`src/inc/ircd_pkg.sv`:
```
// Constants for the resource configuration register bank and its decoders
package ircd_pkg;

	// ----------------------------------------------------------------
	// Register indices
	// ----------------------------------------------------------------
	localparam logic [7:0] IRCD_ACTIVATE     = 8'h30;
	localparam logic [7:0] IRCD_BOOT_BASE_HI = 8'h40;
	localparam logic [7:0] IRCD_BOOT_BASE_LO = 8'h41;
	localparam logic [7:0] IRCD_BOOT_WIDE    = 8'h42;
	localparam logic [7:0] IRCD_BOOT_SIZE_HI = 8'h43;
	localparam logic [7:0] IRCD_BOOT_SIZE_LO = 8'h44;
	localparam logic [7:0] IRCD_SRAM_BASE_HI = 8'h48;
	localparam logic [7:0] IRCD_SRAM_BASE_LO = 8'h49;
	localparam logic [7:0] IRCD_SRAM_WIDE    = 8'h4a;
	localparam logic [7:0] IRCD_SRAM_SIZE_HI = 8'h4b;
	localparam logic [7:0] IRCD_SRAM_SIZE_LO = 8'h4c;
	localparam logic [7:0] IRCD_IO_BASE_HI   = 8'h60;
	localparam logic [7:0] IRCD_IO_BASE_LO   = 8'h61;
	localparam logic [7:0] IRCD_IRQ_SELECT   = 8'h70;
	localparam logic [7:0] IRCD_IRQ_KIND     = 8'h71;
	localparam logic [7:0] IRCD_CHAN_SELECT  = 8'h74;

	// ----------------------------------------------------------------
	// Field positions and fixed bits
	// ----------------------------------------------------------------
	localparam int         IRCD_WIDE_BIT     = 1;
	localparam int         IRCD_LVL_BIT      = 1;
	localparam int         IRCD_TYPE_BIT     = 0;
	localparam int         IRCD_ACT_BIT      = 0;
	localparam logic [7:0] IRCD_IO_HI_FIXED  = 8'h02;
	localparam logic [7:0] IRCD_MEM_HI_FIXED = 8'h0c;
	localparam logic [7:0] IRCD_SZ_HI_FIXED  = 8'hfe;

	// ----------------------------------------------------------------
	// Values after reset
	// ----------------------------------------------------------------
	localparam logic [3:0] IRCD_IRQ_RESET    = 4'h3;
	localparam logic       IRCD_TYPE_RESET   = 1'b0;
	localparam logic [2:0] IRCD_CHAN_RESET   = 3'h4;
	localparam logic [3:0] IRCD_IO_RESET     = 4'h0;
	localparam logic [3:0] IRCD_BASE_RESET   = 4'h0;
	localparam logic [3:0] IRCD_SIZE_RESET   = 4'h0;

	// ----------------------------------------------------------------
	// ISA address decode
	// ----------------------------------------------------------------
	localparam logic [2:0] IRCD_ROM_REGION   = 3'h6;
	localparam logic       IRCD_IO_TOP       = 1'b1;
	localparam int         IRCD_SA_W         = 20;

endpackage

```
`src/verilog/ircd_win.sv`:
```
// Memory window match for one base field against ISA address lines
`timescale 1ns/10ps
module ircd_win #(
	parameter int W = 4
) (
	input  wire logic [W-1:0] base,     // Base field
	input  wire logic [3:0]   size,     // Size field
	input  wire logic [W-1:0] addr,     // Address lines compared
	output logic              enabled,  // Size code is a valid window
	output logic              hit       // Address inside window
);
	logic [W-1:0] mask;

	generate
		if (W < 3 || W > 4) begin : g_bad_w
			$error("ircd_win: W must be 3 or 4");
		end
	endgenerate

	// Low three size bits are exactly the compare mask: 111 8K .. 000 64K
	always_comb begin
		mask = '1;
		mask[2:0] = size[2:0];
	end

	always_comb begin
		enabled = 1'b0;
		case (size)
			4'hf, 4'he, 4'hc, 4'h8: enabled = 1'b1;
			default: enabled = 1'b0;
		endcase
	end

	assign hit = enabled && (((base ^ addr) & mask) == '0);

endmodule

```
`src/verilog/ircd_top.sv`:
```
// Resource configuration register bank with I/O, IRQ, DMA and memory decode
// Operation
// - I/O base field matches SA[8:5]
// - Serial EEPROM preloads base and channel fields
// - Interrupt select field value names IRQ line
// - Trigger kind bit: 1 level, 0 edge
// - Polarity flag reads complement of kind
// - No interrupt drive until activate set
// - Channel codes 011,101,110,111; 100 none
// - DRQ only bus master and activated
// - Boot ROM base field matches SA[16:13]
// - Boot ROM wide unless bus master
// - Boot ROM size field decode
// - Shared RAM low base bits match SA[15:13]
// - Shared RAM fields ignored outside shared mode
// - Shared RAM wide bit gives 16-bit answer
// - Shared RAM size field decode
// - Register 0x30 bit 0 activates device
`timescale 1ns/10ps
module ircd_top
	import ircd_pkg::*;
#(
	parameter int SA_W = IRCD_SA_W
) (
	input  wire logic            mclk,         // Device clock
	input  wire logic            nrst,         // Synchronous reset, active low
	input  wire logic [7:0]      cfg_index,    // Configuration register index
	input  wire logic [7:0]      cfg_wdata,    // Configuration write data
	input  wire logic            cfg_we,       // Configuration write strobe
	input  wire logic            cfg_re,       // Configuration read strobe
	output logic      [7:0]      cfg_rdata,    // Configuration read data
	input  wire logic [7:0]      ee_index,     // Preload register index
	input  wire logic [7:0]      ee_data,      // Preload data from EEPROM
	input  wire logic            ee_we,        // Preload write strobe
	input  wire logic            bus_master,   // Bus master architecture
	input  wire logic            pio_mode,     // Programmed I/O architecture
	input  wire logic [SA_W-1:0] sa,           // ISA system address
	input  wire logic            aen,          // Address enable, high for DMA
	input  wire logic            mem_cycle,    // Memory cycle in progress
	input  wire logic            irq_req,      // Interrupt request from core
	input  wire logic            dma_req,      // Transfer request from core
	output logic                 io_sel,       // I/O window selected
	output logic                 rom_sel,      // Boot ROM window selected
	output logic                 rom_cs16,     // Boot ROM answers 16-bit
	output logic                 ram_sel,      // Shared RAM window selected
	output logic                 ram_cs16,     // Shared RAM answers 16-bit
	output logic      [15:0]     irq_out,      // IRQ pin levels
	output logic      [15:0]     irq_oe_n,     // IRQ pin enables, low drives
	output logic      [7:0]      drq_out,      // DRQ pin levels
	output logic      [7:0]      drq_oe_n,     // DRQ pin enables, low drives
	output logic                 active        // Activate bit
);

	generate
		if (SA_W < IRCD_SA_W) begin : g_bad_sa_w
			$error("ircd_top: SA_W must cover 20 address lines");
		end
	endgenerate

	// ----------------------------------------------------------------
	// Decode functions
	// ----------------------------------------------------------------
	function automatic logic irq_valid(input logic [3:0] code);
		case (code)
			4'h3, 4'h4, 4'h5, 4'h9, 4'ha, 4'hb, 4'hc, 4'hf: irq_valid = 1'b1;
			default: irq_valid = 1'b0;
		endcase
	endfunction

	function automatic logic chan_valid(input logic [2:0] code);
		case (code)
			3'h3, 3'h5, 3'h6, 3'h7: chan_valid = 1'b1;
			default: chan_valid = 1'b0;
		endcase
	endfunction

	// ----------------------------------------------------------------
	// Configuration fields
	// ----------------------------------------------------------------
	logic [3:0] io_base_field;
	logic [3:0] irq_select;
	logic       irq_kind;
	logic [2:0] chan_select;
	logic [3:0] boot_rom_base_field;
	logic       boot_rom_wide;
	logic [3:0] boot_rom_size_field;
	logic [4:0] shared_ram_base;
	logic       shared_ram_wide;
	logic [3:0] shared_ram_size_field;
	logic       interrupt_polarity_flag;

	// EEPROM preload shares the host write path and wins a collision
	logic       wr;
	logic [7:0] wr_idx;
	logic [7:0] wr_dat;

	always_comb begin
		wr     = ee_we | cfg_we;
		wr_idx = ee_we ? ee_index : cfg_index;
		wr_dat = ee_we ? ee_data : cfg_wdata;
	end

	assign interrupt_polarity_flag = ~irq_kind;

	always_ff @(posedge mclk) begin
		if (!nrst) begin
			io_base_field <= IRCD_IO_RESET;
		end else if (wr && wr_idx == IRCD_IO_BASE_HI) begin
			io_base_field[3] <= wr_dat[0];
		end else if (wr && wr_idx == IRCD_IO_BASE_LO) begin
			io_base_field[2:0] <= wr_dat[7:5];
		end
	end

	always_ff @(posedge mclk) begin
		if (!nrst) begin
			irq_select <= IRCD_IRQ_RESET;
			irq_kind   <= IRCD_TYPE_RESET;
		end else if (wr && wr_idx == IRCD_IRQ_SELECT) begin
			irq_select <= wr_dat[3:0];
		end else if (wr && wr_idx == IRCD_IRQ_KIND) begin
			// Polarity bit is derived, so only the kind bit is stored
			irq_kind <= wr_dat[IRCD_TYPE_BIT];
		end
	end

	always_ff @(posedge mclk) begin
		if (!nrst) begin
			chan_select <= IRCD_CHAN_RESET;
		end else if (wr && wr_idx == IRCD_CHAN_SELECT) begin
			chan_select <= wr_dat[2:0];
		end
	end

	always_ff @(posedge mclk) begin
		if (!nrst) begin
			active <= 1'b0;
		end else if (wr && wr_idx == IRCD_ACTIVATE) begin
			active <= wr_dat[IRCD_ACT_BIT];
		end
	end

	always_ff @(posedge mclk) begin
		if (!nrst) begin
			boot_rom_base_field <= IRCD_BASE_RESET;
			boot_rom_wide       <= 1'b0;
			boot_rom_size_field <= IRCD_SIZE_RESET;
		end else if (wr) begin
			case (wr_idx)
				IRCD_BOOT_BASE_HI: boot_rom_base_field[3]   <= wr_dat[0];
				IRCD_BOOT_BASE_LO: boot_rom_base_field[2:0] <= wr_dat[7:5];
				IRCD_BOOT_WIDE:    boot_rom_wide            <= wr_dat[IRCD_WIDE_BIT];
				IRCD_BOOT_SIZE_HI: boot_rom_size_field[3]   <= wr_dat[0];
				IRCD_BOOT_SIZE_LO: boot_rom_size_field[2:0] <= wr_dat[7:5];
				default: ;
			endcase
		end
	end

	always_ff @(posedge mclk) begin
		if (!nrst) begin
			shared_ram_base       <= {1'b0, IRCD_BASE_RESET};
			shared_ram_wide       <= 1'b0;
			shared_ram_size_field <= IRCD_SIZE_RESET;
		end else if (wr) begin
			case (wr_idx)
				IRCD_SRAM_BASE_HI: shared_ram_base[4:3]       <= wr_dat[1:0];
				IRCD_SRAM_BASE_LO: shared_ram_base[2:0]       <= wr_dat[7:5];
				IRCD_SRAM_WIDE:    shared_ram_wide            <= wr_dat[IRCD_WIDE_BIT];
				IRCD_SRAM_SIZE_HI: shared_ram_size_field[3]   <= wr_dat[0];
				IRCD_SRAM_SIZE_LO: shared_ram_size_field[2:0] <= wr_dat[7:5];
				default: ;
			endcase
		end
	end

	// ----------------------------------------------------------------
	// Register read back
	// ----------------------------------------------------------------
	logic [7:0] next_rdata;

	always_comb begin
		next_rdata = 8'h00;
		case (cfg_index)
			IRCD_ACTIVATE:     next_rdata = {7'h00, active};
			IRCD_IO_BASE_HI:   next_rdata = IRCD_IO_HI_FIXED | {7'h00, io_base_field[3]};
			IRCD_IO_BASE_LO:   next_rdata = {io_base_field[2:0], 5'h00};
			IRCD_IRQ_SELECT:   next_rdata = {4'h0, irq_select};
			IRCD_IRQ_KIND:     next_rdata = {6'h00, interrupt_polarity_flag, irq_kind};
			IRCD_CHAN_SELECT:  next_rdata = {5'h00, chan_select};
			IRCD_BOOT_BASE_HI: next_rdata = IRCD_MEM_HI_FIXED | {7'h00, boot_rom_base_field[3]};
			IRCD_BOOT_BASE_LO: next_rdata = {boot_rom_base_field[2:0], 5'h00};
			IRCD_BOOT_WIDE:    next_rdata = {6'h00, boot_rom_wide, 1'b0};
			IRCD_BOOT_SIZE_HI: next_rdata = IRCD_SZ_HI_FIXED | {7'h00, boot_rom_size_field[3]};
			IRCD_BOOT_SIZE_LO: next_rdata = {boot_rom_size_field[2:0], 5'h00};
			IRCD_SRAM_BASE_HI: next_rdata = IRCD_MEM_HI_FIXED | {6'h00, shared_ram_base[4:3]};
			IRCD_SRAM_BASE_LO: next_rdata = {shared_ram_base[2:0], 5'h00};
			IRCD_SRAM_WIDE:    next_rdata = {6'h00, shared_ram_wide, 1'b0};
			IRCD_SRAM_SIZE_HI: next_rdata = IRCD_SZ_HI_FIXED | {7'h00, shared_ram_size_field[3]};
			IRCD_SRAM_SIZE_LO: next_rdata = {shared_ram_size_field[2:0], 5'h00};
			default:           next_rdata = 8'h00;
		endcase
	end

	always_ff @(posedge mclk) begin
		if (!nrst)
			cfg_rdata <= 8'h00;
		else if (cfg_re)
			cfg_rdata <= next_rdata;
	end

	// ----------------------------------------------------------------
	// Address decode
	// ----------------------------------------------------------------
	logic rom_en;
	logic rom_hit;
	logic ram_en;
	logic ram_hit;
	logic shared_mode;

	ircd_win #(.W(4)) u_rom_win (
		.base    (boot_rom_base_field),
		.size    (boot_rom_size_field),
		.addr    (sa[16:13]),
		.enabled (rom_en),
		.hit     (rom_hit)
	);

	ircd_win #(.W(3)) u_ram_win (
		.base    (shared_ram_base[2:0]),
		.size    (shared_ram_size_field),
		.addr    (sa[15:13]),
		.enabled (ram_en),
		.hit     (ram_hit)
	);

	// Upper RAM base bits only describe external decode, never compared here
	assign shared_mode = !bus_master && !pio_mode;

	logic next_io_sel;
	logic next_rom_sel;
	logic next_ram_sel;

	always_comb begin
		next_io_sel  = active && !aen && sa[9] == IRCD_IO_TOP && sa[8:5] == io_base_field;
		next_rom_sel = active && mem_cycle && sa[19:17] == IRCD_ROM_REGION && rom_en && rom_hit;
		next_ram_sel = active && mem_cycle && shared_mode && ram_en && ram_hit;
	end

	always_ff @(posedge mclk) begin
		if (!nrst) begin
			io_sel   <= 1'b0;
			rom_sel  <= 1'b0;
			rom_cs16 <= 1'b0;
			ram_sel  <= 1'b0;
			ram_cs16 <= 1'b0;
		end else begin
			io_sel   <= next_io_sel;
			rom_sel  <= next_rom_sel;
			rom_cs16 <= next_rom_sel && boot_rom_wide && !bus_master;
			ram_sel  <= next_ram_sel;
			ram_cs16 <= next_ram_sel && shared_ram_wide;
		end
	end

	// ----------------------------------------------------------------
	// Interrupt and transfer request pins
	// ----------------------------------------------------------------
	// Edge mode drives active high, level mode active low, as the flag reads
	logic irq_level;
	assign irq_level = irq_req ? interrupt_polarity_flag : ~interrupt_polarity_flag;

	genvar g;
	generate
		for (g = 0; g < 16; g++) begin : g_irq
			always_ff @(posedge mclk) begin
				if (!nrst) begin
					irq_out[g]  <= 1'b0;
					irq_oe_n[g] <= 1'b1;
				end else begin
					irq_out[g]  <= irq_level;
					irq_oe_n[g] <= !(active && irq_valid(irq_select) &&
						irq_select == 4'(g));
				end
			end
		end
		for (g = 0; g < 8; g++) begin : g_drq
			always_ff @(posedge mclk) begin
				if (!nrst) begin
					drq_out[g]  <= 1'b0;
					drq_oe_n[g] <= 1'b1;
				end else begin
					drq_out[g]  <= dma_req;
					drq_oe_n[g] <= !(active && bus_master && chan_valid(chan_select) &&
						chan_select == 3'(g));
				end
			end
		end
	endgenerate
endmodule

```
`config.mk`:
```
export PLATFORM = sky130hd
export DESIGN_NAME = ircd_top
export DESIGN_NICKNAME = d
export VERILOG_FILES = /design/src/inc/ircd_pkg.sv /design/src/verilog/ircd_win.sv /design/src/verilog/ircd_top.sv
export SDC_FILE = /design/constraint.sdc
export NUM_CORES = 1
export LEC_CHECK = 0
export ABC_CLOCK_PERIOD_IN_PS = 3700
export BUFFER_PORTS_ARGS = -buffer_cell sky130_fd_sc_hd__buf_2
export CAP_MARGIN = 20
export CORE_ASPECT_RATIO = 0.6
export CORE_UTILIZATION = 38
export DETAILED_ROUTE_END_ITERATION = 8
export GPL_TIMING_DRIVEN = 0
export REMOVE_ABC_BUFFERS = 1
export SETUP_SLACK_MARGIN = 0.4
export SKIP_LAST_GASP = 1
export SYNTH_ARGS = -nofsm -noshare
export SYNTH_HDL_FRONTEND = slang
export SYNTH_HIERARCHICAL = 1
export SYNTH_SLANG_ARGS = --single-unit
```
`constraint.sdc`:
```
create_clock -name mclk -period 3.7 [get_ports mclk]
set_input_delay 0.37 -clock mclk [delete_from_list [all_inputs] [get_ports mclk]]
set_output_delay 0.37 -clock mclk [all_outputs]
set_load 0.02 [all_outputs]
```
After elaboration in Yosys (flattened, before gate mapping)
Memory sizes are Yosys's and may differ from the RTL's. A register that Yosys moved wholly into a read port is not among the register bits.
Index checks and enable logic that the tools add are counted.

word-level totals
  flip-flop bits (word level) = 71
  memory bits (read-only) = 256
  input bits = 63
  output and inout port bits = 62
  logic and storage cells = 302
  memories kept = 16

memories
  name              words  bits a word  rd ports  clocked after Yosys merged registers in  write ports  line            text
  (name not given)  16     1            1         1                                        0            ircd_top.sv:64  case (code)
  (name not given)  16     1            1         1                                        0            ircd_top.sv:64
  (name not given)  16     1            1         1                                        0            ircd_top.sv:64
  (name not given)  16     1            1         1                                        0            ircd_top.sv:64
  (name not given)  16     1            1         1                                        0            ircd_top.sv:64
  (name not given)  16     1            1         1                                        0            ircd_top.sv:64
  +10 memories      --     --           --        --                                       --           --

operators by class
  eq/ne operators = 64
  multiplexer cells = 56
  bitwise operators = 8
  reduce and logical (&&, ||, !) cells = 110

operator list
  kind                  number
  $eq A8 B7 Y1 const B  30
  $mux W4               32
  $pmux W8 S16          1
  $eq A4 B4 Y1 const B  16
  $logic_and A1 B1 Y1   64
  $logic_not A1 Y1      27
  $reduce_and A2 Y1     12
  $mux W1               21
  $eq A4 B3 Y1 const B  4
  $eq A8 B6 Y1 const B  2
  $mux W8               2
  $eq A3 B3 Y1 const B  5
  $reduce_or A4 Y1      3
  $eq A4 B2 Y1 const B  2
  $logic_not A4 Y1      2
  $eq A3 B2 Y1 const B  2
  $logic_not A3 Y1      2
  $and A4 B4 Y4         1
  $eq A4 B1 Y1 const B  1
  $eq A4 B4 Y1          1
  $xor A4 B4 Y4         1
  $and A3 B3 Y3         1
  $eq A3 B1 Y1 const B  1
  $not A1 Y1            3
  2 further kinds       2

Longest topological paths before layout
Gate-level depths: netlist of run 1.

  depth in word-level cells = 7
  gate-level depth with buffers = 12
  mapped depth without buffers = 10

Hierarchy
The synthesis of run 1 kept the hierarchy.

by module, submodules not included
  module                instances  cells an instance  area an instance (µm²)  seq. area each (µm²)
  ircd_top              1          410                3497.1                  1441.4
  ircd_win (u_rom_win)  1          10                 75.1                    0.0
  ircd_win (u_ram_win)  1          9                  65.1                    0.0

Worst setup path after synthesis of run 1
No wires, ideal clock.

  path type = input -> register
  start point = input port ee_we
  end point = register (tool-made name)
  setup time = 0.121 ns
  data arrival time = 2.349 ns
  data required time = 3.579 ns
  path slack = 1.231 ns
  stages on the path = 11
  buffers on the path = 3
  cells stage by stage = buf_4 > clkbuf_1 > buf_1 > mux2_2 > mux2i_1 > nand2_1 > inv_1 > ha_1 > inv_1 > o2bb2ai_1 > mux2_2

RTL lines
  item             line            text
  start, declared  ircd_top.sv:34  input wire logic ee_we,

==> out/metrics.cfg, run 1 <==
[die]
die_w_um=128
initial_core_util_pct=39.4
io_pins=125
core_region_area_sq_um=9220
die_h_um=77.8
dieArea_sq_um=9980
rows=27

[timing]
tightest_slew_ns=0.867
hold_violations=0
slew_headroom_pct=42.1
grt_setup_unrepaired=false
finalSetupViolCount=0
finalCritPeriodShare_pct=74.5
final.min_clock_period_ns=2.76
clock.fmax_mhz=363
whs_ns=0.241
final.setup.tns_ns=0
finClkSkew_ns=0.00585
drv_slew=0

[yosys]
synth_compound_area_share_pct=15.8
yosys.area.top_type=dfxtp_1
synth-seq-area-share_pct=39.6
netlist_top_cells_area=dfxtp_1 40%, mux2i_1 5.8%, buf_4 4.7%
syn_area_per_cell_sq_um=8.48
syn_inst=429
async_reset_ff_share_pct=0
synth_top_family_by_area=simple AND/OR/NAND/NOR gates
synthMuxAreaShare_pct=9.18
yosys_warnings=6
synth-xor-area-share_pct=2.89
synth_cell_types=57
synth_area_sq_um=3640
synth-seq-cells=72
synth.top_cell.area_share_pct=39.6
synthFlopType=dfxtp_1
synth_edf_count=0
synth_fa_ha_area_share_pct=0.688
yosys.area_share.simple_pct=23.6

[place]
port-buffer-count=114
dp.cells=637
placed_cell_area_sq_um=4140
gp_congestion=0.871
place_hpwl_mm=7.56

[global_route]
grtUsageTotal_pct=21.0
grt_max_degree=38
grt_pass1_vias=2971
grt_pass1_wl_mm=15.8
grt_overflow=0
antenna_found_initial=0

[cts]
clock_sinks=72
cts_resized=0
cts_made_buffers=9
clk_pin_slew_ns=0.06
insertion_delay_ns=0.34
cts-htree-levels=3
clockBufferDepth=2
cts_hold_buf=0
cts_root_buf=clkbuf_16
postCtsSetupRepairBufs=0
cts_tree=yes

[power_and_ir_drop]
p_clk_share_pct=49.6
leakage_nw=1.78
p_comb_share_pct=9.2
p_sw_w=0.000446
seqPwrFrac_pct=41.2
vdd_drop_max_mv=0.230
p_int_w=0.00145
netSwitchingFraction_pct=23.5
power_w=0.00190
powerDensity_nw_per_um2=425

[job]
drv_cap=0

[layout]
nNetsFinal=583
layout_commonest_cell=buf_2
area_growth_pct=23.0
final_cell_area_sq_um=4470
fin_cells=653
diodes=0
drive_gt1_share_pct=29.3
final_cell_mix=114 x buf_2, 72 x dfxtp_1, 46 x nand2_1

[routing]
wire_per_inst_um=15.3
dr.pass1.iters=5
via_count=3302
postRouteAntennaNets=0
drc=0
drt-total-wl_mm=10.0
drtIter0Drc=210
vias_per_cell=5.06

[setup_path]
path_max_fanout=31
cp-end-kind=register
start_kind=input pin
worstPathArrival_ns=2.98
critPathKind=input pin to register
required_ns=3.93

[worst_hold_path]
worst_hold_path_type=input pin to register

[outcome]
status=finished clean

## power groups by stage
stage	Combinational [W]	Clock (W)	Sequential (W)
finish	0.000174	0.000942	0.000783
global route	0.000189	0.00100	0.000784
CTS	0.000173	0.000960	0.000783
detailed placement	0.000173	0	0.000800
global placement	0.000171	0	0.000800
floorplan	0.0000655	0	0.000822
## flip-flops by register name, indices dropped and copies added, names as in the netlist, named ones only
name and count:
active 1, boot_rom_base_field 4, boot_rom_size_field 4, boot_rom_wide 1, cfg_rdata 8, chan_select 3, drq_oe_n 8, drq_out 1
io_base_field 4, io_sel 1, irq_kind 1, irq_oe_n 16, irq_out 1, irq_select 4, ram_cs16 1, ram_sel 1
rom_cs16 1, rom_sel 1, shared_ram_base 5, shared_ram_size_field 4, shared_ram_wide 1
## through the flow
step | utilization (%) | worst slack (ns)
after detailed placement | 44.9 | 0.628
after global placement | 44.9 | 0.749
after CTS | 48.5 | 0.991
after floorplan | - | 1.00
after global routing | 48.5 | 0.753
final | 48.5 | 0.943
## Yosys cell counts, drive strengths merged, types with 3 or more instances
| cell | number |
|---|---|
| nand3b | 6 |
| o22a | 4 |
| dfxtp | 72 |
| o22ai | 5 |
| and2 | 4 |
| nor3b | 5 |
| a22oi | 7 |
| and3 | 5 |
| nand2b | 6 |
| and4 | 3 |
| clkbuf | 14 |
| nor3 | 14 |
| o21ai | 26 |
| or2 | 5 |
| nor2 | 45 |
| nand3 | 10 |
| nand2 | 46 |
| mux2i | 21 |
| inv | 14 |
| xor2 | 8 |
| a21oi | 26 |
| mux2 | 11 |
| buf | 25 |
| xnor2 | 4 |
| nor2b | 8 |
## final timing paths
path	startpoint	cells after the start	to	slack, ns
setup reg to reg	active	5	cfg_rdata[0]	1.95
setup / recovery	ee_we	10	register	0.94
hold / removal	dma_req	2	drq_out[7]	0.24
hold reg to reg	chan_select[0]	1	drq_oe_n[5]	0.45
## final cells by class
class | instances | area (sq um)
fill | 912 | 4750
inverter | 14 | 52.6
timing repair buffer | 114 | 571
multi-input combinational | 307 | 1910
tap | 130 | 163
clock inverter | 6 | 92.6
sequential | 72 | 1440
clock buffer | 10 | 239
## critical path, cell delays in order
cell and delay (ns):
buf_2 0.47, nor3b_1 0.43, o22ai_1 0.35, nor2_1 0.31
mux2i_1 0.12, and2_1 0.21, ha_1 0.29, inv_1 0.04
o2bb2ai_1 0.11, mux2_2 0.27
## logic make-up after synthesis
logic type | count (synthesis)
multiplexers | 32
adder cells (fa/ha/maj) | 2
buffers and inverters | 53
AND/OR/NAND/NOR | 170
XOR/XNOR | 12
flip-flops | 72
AO/OA/AOI/OAI | 87
other | 1
## per-layer routing
| metal | routed length (um) | global-route usage (%) | part of all wire, % |
|---|---|---|---|
| met3 | 829 | 6.90 | 8.3 |
| met4 | 79 | 4.24 | 0.79 |
| met2 | 3870 | 28.6 | 39 |
| met5 | 0 | 0 | 0 |
| met1 | 5230 | 31.5 | 52 |
No activity file was read; power rests on OpenSTA's default activity.
==> run 2: changes to the inputs <==
--- a/config.mk
+++ b/config.mk
@@ -5,13 +5,14 @@
 export SDC_FILE = /design/constraint.sdc
 export NUM_CORES = 1
 export LEC_CHECK = 0
-export ABC_CLOCK_PERIOD_IN_PS = 3700
+export ABC_CLOCK_PERIOD_IN_PS = 2450
 export BUFFER_PORTS_ARGS = -buffer_cell sky130_fd_sc_hd__buf_2
 export CAP_MARGIN = 20
 export CORE_ASPECT_RATIO = 0.6
 export CORE_UTILIZATION = 38
 export DETAILED_ROUTE_END_ITERATION = 8
 export GPL_TIMING_DRIVEN = 0
+export PLACE_DENSITY = 0.66
 export REMOVE_ABC_BUFFERS = 1
 export SETUP_SLACK_MARGIN = 0.4
 export SKIP_LAST_GASP = 1
==> constraint.sdc (replaced) <==
create_clock -name mclk -period 2.45 [get_ports mclk]
set_input_delay 0.245 -clock mclk [delete_from_list [all_inputs] [get_ports mclk]]
set_output_delay 0.245 -clock mclk [all_outputs]
set_load 0.02 [all_outputs]
==> run 2 against run 1 <==
Count of clock-buffer cells in the layout is 3 higher. Utilization is 0.83 points higher. Sequential power is 51% higher. Worst setup slack worse by 0.60 ns. Final area is 1.7% higher. Register-to-register slack worse by 1.2 ns. Highest routed layer unchanged.
==> out/metrics.cfg, run 2 (synthesis results as in run 1) <==
[outcome]
status=finished clean

[timing]
final.min_clock_period_ns=2.10
slew_headroom_pct=53.3  ; +11 points
finalCritPeriodShare_pct=85.8
finClkSkew_ns=0.00524  ; -0.000612 ns
hold_violations=0  ; unchanged
tightest_slew_ns=0.699  ; -0.168 ns
finalSetupViolCount=0  ; unchanged
drv_slew=0  ; unchanged
clock.fmax_mhz=475
grt_setup_unrepaired=true

[layout]
layout_commonest_cell=buf_2
multi_input_area_sq_um=1960  ; +2.6%
regMostFlops=irq_oe_n
nNetsFinal=585  ; +0.34%
diodes=0  ; unchanged
ff_latch_area_sq_um=1440  ; unchanged
largest_reg_flops=16  ; unchanged
area_growth_pct=25.1
final_cell_area_sq_um=4550  ; +1.7%
drive_gt1_share_pct=31.1  ; +1.9 points
final_cell_mix=113 x buf_2, 72 x dfxtp_1, 46 x nand2_1
reg_top3=irq_oe_n (16), cfg_rdata (8), drq_oe_n (8)
fillers=884  ; -3.1%

[global_route]
gr-usage-met2_pct=30.3  ; +1.6 points
grtUsageTotal_pct=20.9  ; -0.12 points
globalRoute.busiestLayer=met2
grt_overflow=0  ; unchanged
grt_max_degree=38  ; unchanged
antenna_found_initial=0  ; unchanged
use_met3_pct=4.97  ; -1.9 points
globalRouteMet1Util_pct=30.3  ; -1.2 points
grt_pass1_wl_mm=15.8  ; +0.48%
grt_pass1_vias=3142  ; +5.8%

[place]
place_hpwl_mm=7.65  ; +1.1%
port-buffer-count=114  ; unchanged
gp_congestion=0.870  ; -0.13%
placed_cell_area_sq_um=4140  ; unchanged

[routing]
drtIter0Drc=273  ; +30%
dr.pass1.iters=5  ; unchanged
wire_per_inst_um=15.5  ; +1.2%
drt-total-wl_mm=10.1  ; +1.4%
via_count=3404  ; +3.1%
postRouteAntennaNets=0  ; unchanged
drc=0  ; unchanged
vias_per_cell=5.20  ; +2.9%

[setup_path]
required_ns=2.67  ; -1.26 ns
worstPathArrival_ns=2.33  ; -0.65 ns
critPathKind=input pin to register
start_kind=input pin
ff2ff_setup_slack_ns=0.73  ; -1.22 ns
cp-end-kind=register
path_max_fanout=31  ; unchanged

[power_and_ir_drop]
netSwitchingFraction_pct=22.1  ; -1.3 points
power_w=0.00292  ; +54%
p_sw_w=0.000646  ; +45%
p_int_w=0.00227  ; +56%
vdd_drop_max_mv=0.317  ; +37%
p_comb_share_pct=9.4  ; +0.2 points
p_clk_share_pct=50.1  ; +0.5 points
seqPwrFrac_pct=40.5  ; -0.7 points
powerDensity_nw_per_um2=642  ; +51%
leakage_nw=1.82  ; +2.5%

[die]
rows=27  ; unchanged
die_w_um=128  ; unchanged
core_region_area_sq_um=9220  ; unchanged
io_pins=125  ; unchanged
die_h_um=77.8  ; unchanged
initial_core_util_pct=39.4  ; unchanged
dieArea_sq_um=9980  ; unchanged

[cts]
cts_made_buffers=9  ; unchanged
cts_hold_buf=0  ; unchanged
insertion_delay_ns=0.33  ; about the same
cts-htree-levels=3  ; unchanged
cts_tree=yes
clockBufferDepth=2  ; unchanged
clk_pin_slew_ns=0.06  ; about the same
clock_sinks=72  ; unchanged
cts_root_buf=clkbuf_16

[worst_hold_path]
worst_hold_path_type=input pin to register

[job]
drv_cap=0  ; unchanged

-- run 2: metrics by stage --
stage	utilization, %	hold slack, ns	setup TNS (ns)	std cells	setup WS, ns
after floorplan	-	0.307	-1.94	393	-0.121
after global placement	44.9	0.435	-0.907	637	-0.364
after detailed placement	44.9	0.444	-1.18	637	-0.396
after CTS	48.9	0.115	0	652	0.375
after global routing	49.3	0.136	0	654	0.229
final	49.3	0.119	0	654	0.347
-- run 2: cell type report --
type	count	share of cell area, %
Multi-Input combinational cell	307	43.2
Sequential cell	72	31.7
Timing Repair Buffer	116	12.9
Clock buffer	13	6.16
Tap cell	130	3.58
Clock inverter	2	1.32
Inverter	14	1.16
-- run 2: layer usage --
layer  routed length, um  share of wire, %
met1                5080                50
met5                   0                 0
met4                 114               1.1
met2                4150                41
met3                 806               7.9
-- run 2: critical path: stages --
cell	delay (ns)
buf_4	0.21
or3b_4	0.43
a2bb2o_4	0.27
nor2_2	0.15
mux2i_1	0.09
and2_1	0.20
ha_1	0.29
inv_1	0.04
o2bb2ai_1	0.10
mux2_2	0.27
-- run 2: worst paths after layout --
check	from	endpoint	depth (start not counted)
setup / recovery	ee_we	register	10
hold / removal	dma_req	drq_out[7]	2
setup reg to reg	active	cfg_rdata[0]	5
hold reg to reg	chan_select[2]	drq_oe_n[7]	1
-- run 2: power by group through the flow --
stage | sequential [W] | combinational (W) | clock [W]
after CTS | 0.00118 | 0.000265 | 0.00148
after global routing | 0.00118 | 0.000295 | 0.00153
after detailed placement | 0.00121 | 0.000261 | 0
final | 0.00118 | 0.000273 | 0.00146
after floorplan | 0.00124 | 0.0000989 | 0
after global placement | 0.00121 | 0.000257 | 0
-- run 2: repair_timing --
| item | 4_1_cts | 5_1_grt |
|---|---|---|
| setup buffers | 0 | 2 |
| pin swaps | 1 | 1 |
| cloned | 0 | 0 |
| gates resized for setup | 8 | 4 |
| endpoints found under the setup margin | 10 | 10 |
